[src/rxof_defines.svh]
/*
  Constants for the receive parallel output formatter: ternary strap
  codes, comma patterns, register offsets and reset values.
  Assumes it is included by bare name after `timescale.
*/
`ifndef RXOF_DEFINES_SVH
`define RXOF_DEFINES_SVH

// ****************************************************************
// Ternary strap codes (two wires per strap)
// ****************************************************************
`define RXOF_TERN_LOW 2'h0
`define RXOF_TERN_MID 2'h1
`define RXOF_TERN_HIGH 2'h2
`define RXOF_TERN_FLOAT 2'h3

// ****************************************************************
// Character fields
// ****************************************************************
`define RXOF_COMMA_POS 7'h1f
`define RXOF_COMMA_NEG 7'h60
`define RXOF_MODE_WEIGHT 4'h3

// ****************************************************************
// Register map and reset values
// ****************************************************************
`define RXOF_ADDR_STATUS 4'h0
`define RXOF_ADDR_MASK 4'h4
`define RXOF_ADDR_CONFIG 4'h8
`define RXOF_ADDR_OPMODE 4'hc
`define RXOF_EV_COMMA_A 0
`define RXOF_EV_COMMA_B 1
`define RXOF_EV_STRAP 2
`define RXOF_MASK_RST 3'h0
`define RXOF_ZERO8 8'h00

`endif

[src/rxof_pkg.sv]
/*
  Types shared by the receive parallel output formatter.
  Assumes rxof_defines.svh is not needed here; widths are fixed.
*/
`default_nettype none

package rxof_pkg;

  // ****************************************************************
  // Complete registered state of the formatter
  // ****************************************************************
  typedef struct packed {
    logic [1:0][7:0] byte_r;
    logic [1:0][2:0] stat_r;
    logic [1:0] par_r;
    logic [1:0] par_oe_r;
    logic [3:0] op_mode_r;
    logic [5:0] strap_r;
    logic strap_ok_r;
    logic [2:0] ev_r;
    logic [2:0] mask_r;
    logic [7:0] rdata_r;
    logic irq_r;
  } rxof_state_t;

endpackage : rxof_pkg

`default_nettype wire

[src/rxof_formatter.sv]
/*
  Receive parallel output formatter for two channels: output register,
  raw bypass, odd parity with enable, transmit mode decode, and a small
  event/interrupt register file.
  Assumes clk is the selected receive interface clock, straps arrive
  as two-wire ternary codes (code 3 = left open), and inputs are
  synchronous to clk.
*/
// Overview of operation
// Data and status change only after a rising edge of the selected clock.
// Decoder on (HIGH or MID): data bus carries decoded byte or special.
// Decoder bypassed: data bus carries top eight bits of raw character.
// Decoder bypassed: status bits one and zero carry raw low bits.
// Decoder bypassed: status bit two high while register holds a comma.
// Decoder on: all three status bits report receive character status.
// Parity setting not LOW: parity pin drives odd parity of data bus.
// Parity setting LOW: parity pin not driven (enable low).
// Two ternary transmit selects decode to one of nine modes.
// Straps are static LOW/MID/HIGH; open strap reads as MID.
// Host samples data, status and parity together as one word.
`timescale 1ns/100ps
`default_nettype none
`include "rxof_defines.svh"

module rxof_formatter (
  input wire logic clk,
  input wire logic rst,
  input wire logic [1:0] decoder_setting,
  input wire logic [1:0] parity_setting,
  input wire logic [1:0] transmit_operating_select_hi,
  input wire logic [1:0] transmit_operating_select_lo,
  input wire logic rx_char_valid_chan_a,
  input wire logic rx_char_valid_chan_b,
  input wire logic [7:0] rx_dec_byte_chan_a,
  input wire logic [7:0] rx_dec_byte_chan_b,
  input wire logic [2:0] rx_dec_status_chan_a,
  input wire logic [2:0] rx_dec_status_chan_b,
  input wire logic [9:0] rx_raw_char_chan_a,
  input wire logic [9:0] rx_raw_char_chan_b,
  input wire logic [3:0] reg_addr,
  input wire logic [7:0] reg_wdata,
  input wire logic reg_wr,
  input wire logic reg_rd,
  output logic [7:0] reg_rdata,
  output logic irq,
  output logic [7:0] rx_byte_out_chan_a,
  output logic [7:0] rx_byte_out_chan_b,
  output logic [2:0] rx_status_out_chan_a,
  output logic [2:0] rx_status_out_chan_b,
  output logic rx_parity_out_chan_a,
  output logic rx_parity_out_chan_b,
  output logic rx_parity_oe_chan_a,
  output logic rx_parity_oe_chan_b,
  output logic [3:0] tx_mode
);

  // ****************************************************************
  // Strap resolution
  // ****************************************************************

  // An open strap floats to MID, so code 3 folds onto MID
  function automatic logic [1:0] tern_res(input logic [1:0] s);
    tern_res = (s == `RXOF_TERN_FLOAT) ? `RXOF_TERN_MID : s;
  endfunction : tern_res

  logic [1:0] dec_res;
  logic [1:0] par_res;
  logic bypass;
  logic par_en;
  logic [3:0] mode_dec;

  // Resolved settings used by every channel
  assign dec_res = tern_res(decoder_setting);
  assign par_res = tern_res(parity_setting);
  assign bypass = (dec_res == `RXOF_TERN_LOW);
  assign par_en = (par_res != `RXOF_TERN_LOW);
  // Nine modes: weight three on the upper select
  assign mode_dec = `RXOF_MODE_WEIGHT * {2'h0, tern_res(transmit_operating_select_hi)}
    + {2'h0, tern_res(transmit_operating_select_lo)};

  // ****************************************************************
  // Per-channel word formation
  // ****************************************************************
  rxof_pkg::rxof_state_t st, st_nxt;

  logic [1:0] ch_valid;
  logic [1:0][7:0] ch_dec_byte;
  logic [1:0][2:0] ch_dec_stat;
  logic [1:0][9:0] ch_raw;
  logic [1:0][7:0] ch_byte_nxt;
  logic [1:0][2:0] ch_stat_nxt;
  logic [1:0] ch_comma;

  // Gather the two channels so one loop serves both
  assign ch_valid = {rx_char_valid_chan_b, rx_char_valid_chan_a};
  assign ch_dec_byte = {rx_dec_byte_chan_b, rx_dec_byte_chan_a};
  assign ch_dec_stat = {rx_dec_status_chan_b, rx_dec_status_chan_a};
  assign ch_raw = {rx_raw_char_chan_b, rx_raw_char_chan_a};

  genvar gi;
  generate
    for (gi = 0; gi < 2; gi++) begin : g_ch
      // Comma sits in the first seven bits of the raw character
      assign ch_comma[gi] = (ch_raw[gi][9:3] == `RXOF_COMMA_POS) ||
        (ch_raw[gi][9:3] == `RXOF_COMMA_NEG);
      // New word only on a valid character, else hold
      always_comb begin
        ch_byte_nxt[gi] = st.byte_r[gi];
        ch_stat_nxt[gi] = st.stat_r[gi];
        if (ch_valid[gi]) begin
          if (bypass) begin
            ch_byte_nxt[gi] = ch_raw[gi][9:2];
            ch_stat_nxt[gi] = {ch_comma[gi], ch_raw[gi][1:0]};
          end else begin
            ch_byte_nxt[gi] = ch_dec_byte[gi];
            ch_stat_nxt[gi] = ch_dec_stat[gi];
          end
        end
      end
    end
  endgenerate

  // ****************************************************************
  // Next-state logic
  // ****************************************************************
  logic [2:0] ev_set;
  logic [5:0] strap_now;

  assign strap_now = {tern_res(decoder_setting), tern_res(parity_setting),
    mode_dec[1:0]};

  // Events: comma presented in bypass, or a strap moved in operation
  assign ev_set[`RXOF_EV_COMMA_A] = ch_valid[0] && bypass && ch_comma[0];
  assign ev_set[`RXOF_EV_COMMA_B] = ch_valid[1] && bypass && ch_comma[1];
  assign ev_set[`RXOF_EV_STRAP] = st.strap_ok_r && (strap_now != st.strap_r) ||
    st.strap_ok_r && (mode_dec != st.op_mode_r);

  // One process builds the whole next state
  always_comb begin
    st_nxt = st;
    st_nxt.byte_r = ch_byte_nxt;
    st_nxt.stat_r = ch_stat_nxt;
    // Parity follows the new data word so all three leave together
    st_nxt.par_r[0] = par_en & ~^ch_byte_nxt[0];
    st_nxt.par_r[1] = par_en & ~^ch_byte_nxt[1];
    st_nxt.par_oe_r = {par_en, par_en};
    st_nxt.op_mode_r = mode_dec;
    st_nxt.strap_r = strap_now;
    st_nxt.strap_ok_r = 1'b1;
    // Write-one-to-clear; a same-cycle event wins over the clear
    if (reg_wr && (reg_addr == `RXOF_ADDR_STATUS)) begin
      st_nxt.ev_r = st.ev_r & ~reg_wdata[2:0];
    end
    st_nxt.ev_r = st_nxt.ev_r | ev_set;
    if (reg_wr && (reg_addr == `RXOF_ADDR_MASK)) begin
      st_nxt.mask_r = reg_wdata[2:0];
    end
    // Read data stands only in the cycle after the strobe
    st_nxt.rdata_r = `RXOF_ZERO8;
    if (reg_rd) begin
      unique case (reg_addr)
        `RXOF_ADDR_STATUS: st_nxt.rdata_r = {5'h00, st.ev_r};
        `RXOF_ADDR_MASK: st_nxt.rdata_r = {5'h00, st.mask_r};
        `RXOF_ADDR_CONFIG: st_nxt.rdata_r = {4'h0, dec_res, par_res};
        `RXOF_ADDR_OPMODE: st_nxt.rdata_r = {4'h0, st.op_mode_r};
        default: st_nxt.rdata_r = `RXOF_ZERO8;
      endcase
    end
    // Level interrupt from the updated status and mask
    st_nxt.irq_r = |(st_nxt.ev_r & st_nxt.mask_r);
  end

  // ****************************************************************
  // State register
  // ****************************************************************

  // Synchronous reset clears the word; parity pins start undriven
  always_ff @(posedge clk) begin
    if (rst) begin
      st <= '0;
      st.mask_r <= `RXOF_MASK_RST;
    end else begin
      st <= st_nxt;
    end
  end

  // ****************************************************************
  // Outputs, all straight from the state register
  // ****************************************************************
  assign rx_byte_out_chan_a = st.byte_r[0];
  assign rx_byte_out_chan_b = st.byte_r[1];
  assign rx_status_out_chan_a = st.stat_r[0];
  assign rx_status_out_chan_b = st.stat_r[1];
  assign rx_parity_out_chan_a = st.par_r[0];
  assign rx_parity_out_chan_b = st.par_r[1];
  assign rx_parity_oe_chan_a = st.par_oe_r[0];
  assign rx_parity_oe_chan_b = st.par_oe_r[1];
  assign tx_mode = st.op_mode_r;
  assign reg_rdata = st.rdata_r;
  assign irq = st.irq_r;

  logic past_ok;

  // Suppress checks that look back across reset
  always_ff @(posedge clk) begin
    if (rst) begin
      past_ok <= 1'b0;
    end else begin
      past_ok <= 1'b1;
    end
  end
endmodule : rxof_formatter

`default_nettype wire

[config.mk]
export PLATFORM = sky130hd
export DESIGN_NAME = rxof_formatter
export DESIGN_NICKNAME = d
export VERILOG_FILES = /design/src/rxof_pkg.sv /design/src/rxof_formatter.sv
export VERILOG_INCLUDE_DIRS = /design/src
export SDC_FILE = /design/constraint.sdc
export NUM_CORES = 1
export LEC_CHECK = 0
export BUFFER_PORTS_ARGS = -buffer_cell sky130_fd_sc_hd__buf_4
export CAP_MARGIN = 40
export CORE_UTILIZATION = 40
export CTS_CLUSTER_SIZE = 10
export DETAILED_ROUTE_END_ITERATION = 8
export GPL_TIMING_DRIVEN = 0
export PLACE_DENSITY = 0.68
export SYNTH_ARGS = -nofsm -noshare
export SYNTH_HDL_FRONTEND = slang
export SYNTH_SLANG_ARGS = --single-unit
[constraint.sdc]
create_clock -name clk -period 3.4 [get_ports clk]
set_input_delay 0.34 -clock clk [delete_from_list [all_inputs] [get_ports clk]]
set_output_delay 0.34 -clock clk [all_outputs]
set_load 0.1 [all_outputs]
* Yosys cells after proc, flatten, opt, wreduce, memory -nomap -nowiden
Cells that the tools add are included.
Cells by class: $add $sub $neg 1, multiply operators 1, eq/ne operators 13, mux-type cells 15, bitwise logic cells 7, reduce and logical (&&, ||, !) cells 18
Operator list (number):
- 2-to-1 mux 8 bit | 4
- 2-to-1 mux 16 bit | 1
- case mux 4 bit (4 select lines) | 1
- XNOR reduction 8 bit | 2
- equality test 7 x 5 -> 1 bit, second input constant | 2
- equality test 7 bit, second input constant | 2
- 2-to-1 mux 3 bit | 4
- equality test 2 bit, second input constant | 4
- equality test 4 bit, second input constant | 2
- logical AND 1 bit | 8
- 2-to-1 mux 2 bit | 4
- AND 3 bit | 2
- != test 6 bit | 1
- adder 4 x 2 -> 4 bit | 1
- equality test 4 x 3 -> 1 bit, second input constant | 1
- zero test 4 bit | 1
- multiplier 2 x 2 -> 4 bit, first input constant | 1
- 2-to-1 mux 4 bit | 1
- != test 4 bit | 1
- logical OR 1 bit | 3
- inverter 3 bit | 1
- OR 3 bit | 1
- OR reduction 3 bit | 1
- AND 1 bit | 2
- 4 further kinds | 4
Storage, ports and cells: flip-flop bits (word level) 51, output and inout port bits 39

* Logic depth before layout (Yosys ltp)
Gate-level depths: netlist of the first run.
word-level depth 11, mapped depth 11

* Worst setup path after synthesis of the first run
Ideal clock, no wire load.
path kind input-to-reg, start point input port transmit_operating_select_hi[0], end point register st (netlist bit irq), library setup time 0.136 ns, data arrival time 2.454 ns, slack 0.810 ns, cell stages on the path 11, buffers on the path 0, cell sequence or2_2 ha_1 ha_1 inv_1 fa_1 xnor2_1 nor4_1 o221ai_1 a22o_1 nand2_1 o311ai_1
Between the ends: longest elaborated chain between the ends 10, elaborated cells on any way between the ends 12, those cells by class add/sub (1); mul (1); eq/ne (3); mux (1); bitwise (2); reduce/logical (4)
RTL lines:
- from (decl) | RTL line rxof_formatter.sv:30 | input wire logic [1:0] transmit_operating_select_hi,
- equality test 2 bit (no source line)
- 2-to-1 mux 2 bit * | RTL line rxof_formatter.sv:63 | tern_res = (s == `RXOF_TERN_FLOAT) ? `RXOF_TERN_MID : s;
- multiplier 2 x 2 -> 4 bit (no source line) *
- adder 4 x 2 -> 4 bit (no source line) *
- != test 6 bit or != test 4 bit (tied branches) | RTL line rxof_formatter.sv:135, rxof_formatter.sv:136
- logical AND 1 bit (on tied branches) | RTL line rxof_formatter.sv:135, rxof_formatter.sv:136
- logical OR 1 bit * | RTL line rxof_formatter.sv:135 | assign ev_set[`RXOF_EV_STRAP] = st.strap_ok_r && (strap_now != st.strap_r) ||
- OR 3 bit * | RTL line rxof_formatter.sv:154 | st_nxt.ev_r = st_nxt.ev_r | ev_set;
- AND 3 bit * | RTL line rxof_formatter.sv:170 | st_nxt.irq_r = |(st_nxt.ev_r & st_nxt.mask_r);
- OR reduction 3 bit * | RTL line rxof_formatter.sv:170
- to (signal assigned) | RTL line rxof_formatter.sv:183 | st <= st_nxt;
- to (decl) | RTL line rxof_formatter.sv:84 | rxof_pkg::rxof_state_t st, st_nxt;
Mark *: on every way between the ends. The rest lies on a longest branch, timed or not. A chain may end at the register's enable or synchronous reset.

* Worst setup path in the final report of the first run
Ends and elaborated chain as after synthesis.

==> flow_metrics.env, run 1 <==
export IMPL_outcome="complete, no violations"
export IMPL_r2r_slack_ns=1.81
export IMPL_overflow=0
export IMPL_start_util_pct=41.4
export IMPL_post_cts_resized=0
export IMPL_clkLatencyLatePin_ns=0.30
export IMPL_drtIter0Drc=66
export IMPL_wirelength_um=6490
export IMPL_maxCapViolCount=0
export IMPL_endpoint_kind="flop"
export IMPL_peakVddDrop_v=0.000328
export IMPL_finalCritPeriodShare_pct=79.5
export IMPL_met3_length_um=347
export IMPL_die_area_um2=6860
export IMPL_clockRootBuffer="clkbuf_8"
export IMPL_synth_area_top_cells="dfxtp_1 34%, buf_4 10%, mux2i_1 6.1%"
export IMPL_synth_top_area_share_pct=34.5
export IMPL_required_ns=3.56
export IMPL_die_w_um=82.8
export IMPL_grt_usage_pct=19.7
export IMPL_die_h_um=82.8
export IMPL_relSlewSlack_pct=55.7
export IMPL_ys_seq_area_share_pct=34.5
export IMPL_timing_fmax_mhz=370
export IMPL_setup_viol=0
export IMPL_post_cts_buffers=0
export IMPL_gp_congestion=0.811
export IMPL_cts_buffers=5
export IMPL_clock_sinks=45
export IMPL_cp_start_kind="primary input"
export IMPL_cts_max_path_buffers=2
export IMPL_power_uw=1610
export IMPL_cp_max_fo=3
export IMPL_area_growth_pct=36.0
export IMPL_layout_drive_gt1_share_pct=39.1
export IMPL_antenna_found_initial=0
export IMPL_period_minus_slack_ns=2.70
export IMPL_path_class="in -> reg"
export IMPL_power_leakage_uw=0.00165
export IMPL_synth_warnings=0
export IMPL_synthesis_area_um2=2610
export IMPL_finalSetupTns_ns=0
export IMPL_h_tree_depth=2
export IMPL_ys_seq_elements=45
export IMPL_highest_signal_layer="met4"
export IMPL_grt_pass1_vias=2106
export IMPL_rsz0062_at_grt="no"
export IMPL_via_per_inst=4.86
export IMPL_critical_path_arrival_ns=2.86
export IMPL_firstDrtPassIters=6
export IMPL_vias=2313
export IMPL_wire_per_inst_um=13.6
export IMPL_io_buffers=95
export IMPL_maxSlewViolCount=0
export IMPL_boundaryPins=107
export IMPL_m1WireLength_um=2910
export IMPL_dp_hpwl_um=4990
export IMPL_grt_max_degree=15
export IMPL_cts_tree="done"
export IMPL_dr_wl_met2_um=3120
export IMPL_pre_cts_ws_ns=0.384
export IMPL_drcViolationCount=0
export IMPL_hold_viol_final=0
export IMPL_ant_nets=0
export IMPL_tightest_slew_ns=0.657
export IMPL_num_rows=29
export IMPL_grt_pass1_wl_um=9940
export IMPL_cellPowerDensity_nw_per_um2=454
export IMPL_syn_area_per_cell_um2=8.91
export IMPL_n_antenna_cell=0
export IMPL_layout_setup_ws_ns=0.698
export IMPL_coreArea_um2=6310
export IMPL_yosys_area_top_type="dfxtp_1"
export IMPL_synth_cell_type_count=48
export IMPL_min_path_type="in -> reg"
export IMPL_clk_pin_slew_ns=0.09
export IMPL_fin_skew_ns=0.0102
export IMPL_synth_cells=293
export IMPL_hold_buffers=0
export IMPL_nets=470
==> metal layers <==
| layer | track usage [%] | vias to the layer above |
|---|---|---|
| met5 | 0 | - |
| met4 | 8.10 | 0 |
| met2 | 34.1 | 76 |
| met3 | 3.28 | 8 |
| met1 | 24.0 | 1052 |
| li1 | - | 1177 |
==> cell usage after synthesis, drive strengths merged <==
master   n
nor2b    7
o22a     2
o31ai    2
nand2b   3
nor4b    2
xnor2    5
buf     43
nor3b    3
dfxtp   45
nand4b   3
nand3    4
o311ai   1
nor4     1
ha       3
inv      4
conb     1
nand2   14
a311oi   5
xor2     7
fa       1
xnor3    4
o21ai   14
a22o     1
mux2i   16
or3      1
o221ai   1
a21oi   11
or3b     7
mux2     1
a31oi    7
o211a    1
nor2    40
clkbuf   9
and2    16
nor3     3
or2      1
a211oi   2
a32oi    2
==> flip-flops by register name, summed over array words and instances, names as in the netlist <==
signal / flops
rx_byte_out_chan_a: 8
rx_status_out_chan_a: 3
rx_parity_out_chan_b: 1
rx_parity_oe_chan_a: 1
reg_rdata: 4
st: 11
rx_status_out_chan_b: 3
tx_mode: 4
rx_parity_out_chan_a: 1
irq: 1
rx_byte_out_chan_b: 8
==> final cells by class <==
class,count,area (µm²)
sequential,45,901
fill,607,2760
multi-input combinational,195,1350
clock buffer,6,82.6
buffer,52,359
timing repair buffer,95,713
inverter,4,15.0
clock inverter,2,37.5
tap,77,96.3
==> placed cells by master, fill, tap and decap left out, types with 3 or more instances in the layout <==
master / netlist / routed
buf_4: 35 / 130
dfxtp_1: 45 / 45
nor2_1: 39 / 39
mux2i_1: 16 / 16
and2_1: 16 / 16
nand2_1: 14 / 14
o21ai_0: 12 / 12
clkbuf_1: 9 / 9
a21oi_1: 9 / 9
nor2b_1: 7 / 7
xor2_1: 7 / 7
or3b_1: 6 / 6
clkbuf_8: 0 / 6
xnor2_1: 5 / 5
inv_1: 4 / 4
nand3_1: 4 / 4
buf_6: 4 / 4
a31oi_2: 4 / 4
a311oi_1: 4 / 4
conb_1: 1 / 4
nand2b_1: 3 / 3
nand4b_1: 3 / 3
nor3b_1: 3 / 3
a31oi_1: 3 / 3
xnor3_1: 3 / 3
nor3_1: 3 / 3
ha_1: 3 / 3
==> path summary, 6_finish.rpt <==
check,from,end,depth (start not counted)
setup / recovery,transmit_operating_select_hi[0],irq$_SDFF_PP0_,12
hold / removal,rst,st[9]$_SDFF_PP0_,2
setup reg to reg,tx_mode[2]$_SDFF_PP0_,irq$_SDFF_PP0_,6
hold reg to reg,rx_status_out_chan_b[1]$_SDFFE_PP0P_,rx_status_out_chan_b[1]$_SDFFE_PP0P_,2
==> logic make-up (layout without fill, tap and decap cells) <==
family / Yosys count / count (layout) / synth area share, %
adder cells (fa/ha/maj): 4 / 4 / 2.20
AO/OA/AOI/OAI: 49 / 49 / 13.5
XOR/XNOR: 16 / 16 / 7.52
flip-flops: 45 / 45 / 34.5
multiplexers: 17 / 17 / 6.56
AND/OR/NAND/NOR: 105 / 105 / 21.2
other: 1 / 4 / 0.144
buffers and inverters: 56 / 159 / 14.3
==> worst max-delay path, stage by stage <==
cell	delay, ns
buf_4	0.11
or2_2	0.29
ha_1	0.27
ha_1	0.19
inv_1	0.07
fa_1	0.44
xnor2_1	0.16
nor4_1	0.33
o221ai_1	0.20
a22o_1	0.28
nand2_1	0.07
o311ai_1	0.10
==> per-stage QoR <==
step / std cells / util [%] / area (µm²) / hold WS, ns
detailed placement: 468 / 54.4 / 3430 / 0.481
floorplan: 296 / - / 2620 / 0.424
CTS: 476 / 56.3 / 3550 / 0.231
global route: 476 / 56.3 / 3550 / 0.238
global placement: 468 / 54.4 / 3430 / 0.472
finish: 476 / 56.3 / 3550 / 0.243
==> power by group <==
part	switching (µW)	total, µW	leakage, µW	internal (µW)
logic	395	612	0.00122	218
clock network	180	419	0.0000574	239
registers	19.0	582	0.000371	563
total	594	1610	0.00165	1020
(Power assumes the default switching activity.)
==> inputs of run 2 (changes only) <==
==> constraint.sdc (replaced) <==
create_clock -name clk -period 2.56 [get_ports clk]
set_input_delay 0.256 -clock clk [delete_from_list [all_inputs] [get_ports clk]]
set_output_delay 0.256 -clock clk [all_outputs]
set_load 0.1 [all_outputs]
==> flow_metrics.env, run 2 (synthesis gave the netlist of run 1 again) <==
export IMPL_largest_reg_flops=11
export IMPL_cellPowerDensity_nw_per_um2=603
export IMPL_relSlewSlack_pct=55.6
export IMPL_cp_max_fo=3
export IMPL_start_util_pct=41.4
export IMPL_rsz0062_at_grt="no"
export IMPL_fin_skew_ns=0.0108
export IMPL_maxSlewViolCount=0
export IMPL_drcViolationCount=0
export IMPL_grt_max_degree=15
export IMPL_num_rows=29
export IMPL_io_buffers=95
export IMPL_finalCritPeriodShare_pct=95.3
export IMPL_cp_start_kind="primary input"
export IMPL_dp_hpwl_um=4990
export IMPL_ant_nets=0
export IMPL_final_common_cell="buf_4"
export IMPL_cts_max_path_buffers=2
export IMPL_maxCapViolCount=0
export IMPL_pre_cts_ws_ns=-0.372
export IMPL_setup_viol=0
export IMPL_layout_setup_ws_ns=0.121
export IMPL_antenna_found_initial=0
export IMPL_grt_pass1_wl_um=9940
export IMPL_wirelength_um=6490
export IMPL_post_cts_buffers=0
export IMPL_clk_pin_slew_ns=0.09
export IMPL_area_growth_pct=36.3
export IMPL_period_minus_slack_ns=2.44
export IMPL_min_path_type="in -> reg"
export IMPL_grt_usage_pct=19.7
export IMPL_cts_tree="done"
export IMPL_largest_register="st"
export IMPL_timing_fmax_mhz=410
export IMPL_layout_common_cells="130 x buf_4, 45 x dfxtp_1, 39 x nor2_1, 16 x mux2i_1, 16 x and2_1"
export IMPL_via_per_inst=4.88
export IMPL_n_fill_cell=607
export IMPL_endpoint_kind="flop"
export IMPL_die_area_um2=6860
export IMPL_finalSetupTns_ns=0
export IMPL_power_leakage_uw=0.00165
export IMPL_vias=2322
export IMPL_nets=470
export IMPL_grt_pass1_vias=2106
export IMPL_wire_per_inst_um=13.6
export IMPL_die_w_um=82.8
export IMPL_clkLatencyLatePin_ns=0.30
export IMPL_overflow=0
export IMPL_clock_sinks=45
export IMPL_layout_drive_gt1_share_pct=39.3
export IMPL_outcome="complete, no violations"
export IMPL_firstDrtPassIters=6
export IMPL_power_uw=2150
export IMPL_gp_congestion=0.811
export IMPL_n_antenna_cell=0
export IMPL_peakVddDrop_v=0.000436
export IMPL_hold_viol_final=0
export IMPL_h_tree_depth=2
export IMPL_critical_path_arrival_ns=2.60
export IMPL_clockRootBuffer="clkbuf_8"
export IMPL_required_ns=2.72
export IMPL_boundaryPins=107
export IMPL_tightest_slew_ns=0.659
export IMPL_coreArea_um2=6310
export IMPL_fin_util_pct=56.4
export IMPL_drtIter0Drc=60
export IMPL_cts_buffers=5
export IMPL_path_class="in -> reg"
export IMPL_die_h_um=82.8
run 2: cell counts in the layout (fill, tap and decap cells not counted):
Identical to the previous run, type by type.
run 2: routing by layer:
layer	vias up	track usage, %	part of all wire [%]
li1	1176	-	-
met1	1056	24.0	45
met2	82	34.1	48
met3	8	3.28	5.5
met4	0	8.10	1.6
met5	-	0	0
run 2: path summary, 6_finish.rpt:
kind	start	end	slack (ns)	cells past startpoint
worst max register to register	tx_mode[1]$_SDFF_PP0_	irq$_SDFF_PP0_	1.01	6
worst min-delay path	rst	st[9]$_SDFF_PP0_	0.16	2
worst max-delay path	transmit_operating_select_hi[0]	irq$_SDFF_PP0_	0.12	12
worst min register to register	rx_status_out_chan_b[1]$_SDFFE_PP0P_	rx_status_out_chan_b[1]$_SDFFE_PP0P_	0.49	2
run 2: where the power goes:
part	leakage (µW)	internal, µW	switching, µW	total, µW
Combinational	0.00122	291	525	816
Sequential	0.000371	748	25.3	773
Clock	0.0000574	317	240	558
run 2: through the flow:
stage / hold slack [ns] / area, µm² / std cells
6_report: 0.159 / 3560 / 476
3_3_place_gp: 0.468 / 3430 / 468
5_1_grt: 0.154 / 3560 / 476
2_1_floorplan: 0.340 / 2620 / 296
3_5_place_dp: 0.469 / 3430 / 468
4_1_cts: 0.147 / 3550 / 476
run 2: worst max-delay path, cell delays in order:
cell and delay, ns:
buf_4 0.11, or2_2 0.29, ha_1 0.27, ha_1 0.19, inv_1 0.07, fa_1 0.44, xnor2_1 0.17, nor4_2 0.17
o221ai_1 0.18, a22o_1 0.27, nand2_1 0.07, o311ai_1 0.10
run 2: repair_timing:
action	CTS	global route
hold buffers	0	0
gates resized for setup	0	1
setup endpoints to repair	2	2
hold endpoints to repair	0	0
pin swaps	1	0
run 2: final cells by class:
class	instances	area [µm²]	share of cell area, %
timing repair buffer	95	713	20.0
clock inverter	2	37.5	1.05
inverter	4	15.0	0.422
clock buffer	6	82.6	2.32
tap	77	96.3	2.71
buffer	52	359	10.1
multi-input combinational	195	1350	38.0
sequential	45	901	25.3
==> inputs of run 3 (changes only) <==
==> constraint.sdc (replaced) <==
create_clock -name clk -period 2.3 [get_ports clk]
set_input_delay 0.23 -clock clk [delete_from_list [all_inputs] [get_ports clk]]
set_output_delay 0.23 -clock clk [all_outputs]
set_load 0.1 [all_outputs]
==> flow_metrics.env, run 3 (synthesis gave the netlist of run 1 again) <==
export IMPL_layout_drive_gt1_share_pct=40.2
export IMPL_finalCritPeriodShare_pct=97.8
export IMPL_drtIter0Drc=91
export IMPL_cp_cell_sequence="buf_6 -> or2_4 -> ha_4 -> ha_4 -> inv_2 -> fa_2 -> xnor2_1 -> nor4_2 -> o221ai_1 -> a22o_1 -> nand2_1 -> o311ai_1"
export IMPL_die_h_um=82.8
export IMPL_grt_max_degree=14
export IMPL_cpMaxStageDelayCell="fa_2"
export IMPL_cts_max_path_buffers=2
export IMPL_finalSetupTns_ns=0
export IMPL_ant_nets=0
export IMPL_power_leakage_uw=0.00165
export IMPL_grt_pass1_wl_um=9980
export IMPL_maxSlewViolCount=0
export IMPL_outcome="complete, no violations"
export IMPL_cellPowerDensity_nw_per_um2=657
export IMPL_critical_path_arrival_ns=2.41
export IMPL_final_common_cell="buf_4"
export IMPL_crit_top_cell="ha_4"
export IMPL_fin_hold_ws_ns=0.129
export IMPL_dpl_cell_area_um2=3450
export IMPL_maxCapViolCount=0
export IMPL_layout_common_cells="128 x buf_4, 45 x dfxtp_1, 39 x nor2_1, 16 x mux2i_1, 16 x and2_1"
export IMPL_reg2reg_to="rx_parity_out_chan_a$_SDFF_PP0_"
export IMPL_dr_wl_met2_um=3120
export IMPL_hold_path_depth=2
export IMPL_antenna_found_initial=0
export IMPL_start_util_pct=41.4
export IMPL_rsz0062_at_grt="yes"
export IMPL_clk_pin_slew_ns=0.08
export IMPL_wire_per_inst_um=13.4
export IMPL_cp_max_fo=3
export IMPL_max_stage_delay_ns=0.55
export IMPL_highest_signal_layer="met4"
export IMPL_hold_viol_final=0
export IMPL_num_rows=29
export IMPL_cp_start_kind="primary input"
export IMPL_hold_start="rst"
export IMPL_largest_register="st"
export IMPL_cts_tree="done"
export IMPL_fin_util_pct=56.7
export IMPL_wirelength_um=6360
export IMPL_firstDrtPassIters=4
export IMPL_drcViolationCount=0
export IMPL_period_minus_slack_ns=2.25
export IMPL_required_ns=2.46
export IMPL_die_area_um2=6860
export IMPL_grt_usage_pct=19.4
export IMPL_min_path_type="in -> reg"
export IMPL_coreArea_um2=6310
export IMPL_tightest_slew_ns=0.710
export IMPL_cts_buffers=5
export IMPL_relSlewSlack_pct=52.1
export IMPL_m1WireLength_um=2750
export IMPL_vias=2292
export IMPL_fin_skew_ns=0.00333
export IMPL_met3_length_um=387
export IMPL_dp_hpwl_um=5040
export IMPL_nets=470
export IMPL_regToRegStartpoint="rx_byte_out_chan_a[0]$_SDFF_PP0_"
export IMPL_n_antenna_cell=0
export IMPL_endpoint_kind="flop"
export IMPL_overflow=0
export IMPL_area_growth_pct=37.1
export IMPL_peakVddDrop_v=0.000647
export IMPL_h_tree_depth=2
export IMPL_path_class="in -> reg"
export IMPL_via_per_inst=4.83
export IMPL_grt_pass1_vias=2137
export IMPL_reg2reg_depth=6
export IMPL_timing_fmax_mhz=445
export IMPL_clockRootBuffer="clkbuf_8"
export IMPL_clock_sinks=45
export IMPL_largest_reg_flops=11
export IMPL_io_buffers=95
export IMPL_whs_endpoint="st[9]$_SDFF_PP0_"
export IMPL_finish_instance_area_um2=3580
export IMPL_setup_viol=0
export IMPL_clkLatencyLatePin_ns=0.29
export IMPL_power_uw=2350
export IMPL_r2r_slack_ns=0.71
export IMPL_die_w_um=82.8
export IMPL_gp_congestion=0.812
export IMPL_boundaryPins=107
[run 3: cell types whose count changed in the layout (fill, tap and decap cells not counted), sizes merged]
cell / change
clkinv: +1
clkinvlp: -1
clkbuf: -1
[run 3: layout make-up]
type	instances	area (µm²)
fill	574	2730
multi-input combinational	195	1380
clock buffer	5	68.8
sequential	45	901
inverter	4	15.0
clock inverter	2	35.0
timing repair buffer	95	721
buffer	52	359
tap	77	96.3
[run 3: critical path: cells and delay by family]
family | cells | cell delay (ns)
adder cells (fa/ha/maj) | 3 | 0.95
AO/OA/AOI/OAI | 3 | 0.53
AND/OR/NAND/NOR | 3 | 0.48
buffers and inverters | 2 | 0.13
XOR/XNOR | 1 | 0.09
[run 3: report_power, final]
group	switching, µW	internal, µW	leakage, µW
logic	587	330	0.00122
registers	26.3	832	0.000371
clock network	259	316	0.0000540
total	873	1480	0.00165
[run 3: worst max path at each step]
stage	slack, ns	cells past startpoint	from	end
floorplan	0.02	11	transmit_operating_select_hi[0]	irq$_SDFF_PP0_
global placement	-0.36	12	transmit_operating_select_hi[0]	irq$_SDFF_PP0_
detailed placement	-0.38	12	transmit_operating_select_hi[0]	irq$_SDFF_PP0_
CTS	-0.02	12	transmit_operating_select_hi[0]	irq$_SDFF_PP0_
global route	-0.006	12	transmit_operating_select_hi[0]	irq$_SDFF_PP0_
finish	0.05	12	transmit_operating_select_hi[0]	irq$_SDFF_PP0_
[run 3: routing by layer]
layer / vias up / GRT usage, %
li1: 1176 / -
met1: 1033 / 24.4
met2: 75 / 33.6
met3: 8 / 3.39
met4: 0 / 6.03
met5: - / 0
[run 3: stage by stage]
stage          cells  setup slack [ns]
6_report         475            0.0504
5_1_grt          475          -0.00569
4_1_cts          475           -0.0164
3_5_place_dp     468            -0.382
3_3_place_gp     468            -0.365
2_1_floorplan    296            0.0229
[run 3: what timing repair did]
action | 4_1_cts | 5_1_grt
hold buffers | 0 | 0
resized for setup | 5 | 2
setup buffers | 0 | 0
hold endpoints to repair | 0 | 0
pin swaps | 0 | 0
setup endpoints to repair | 2 | 2
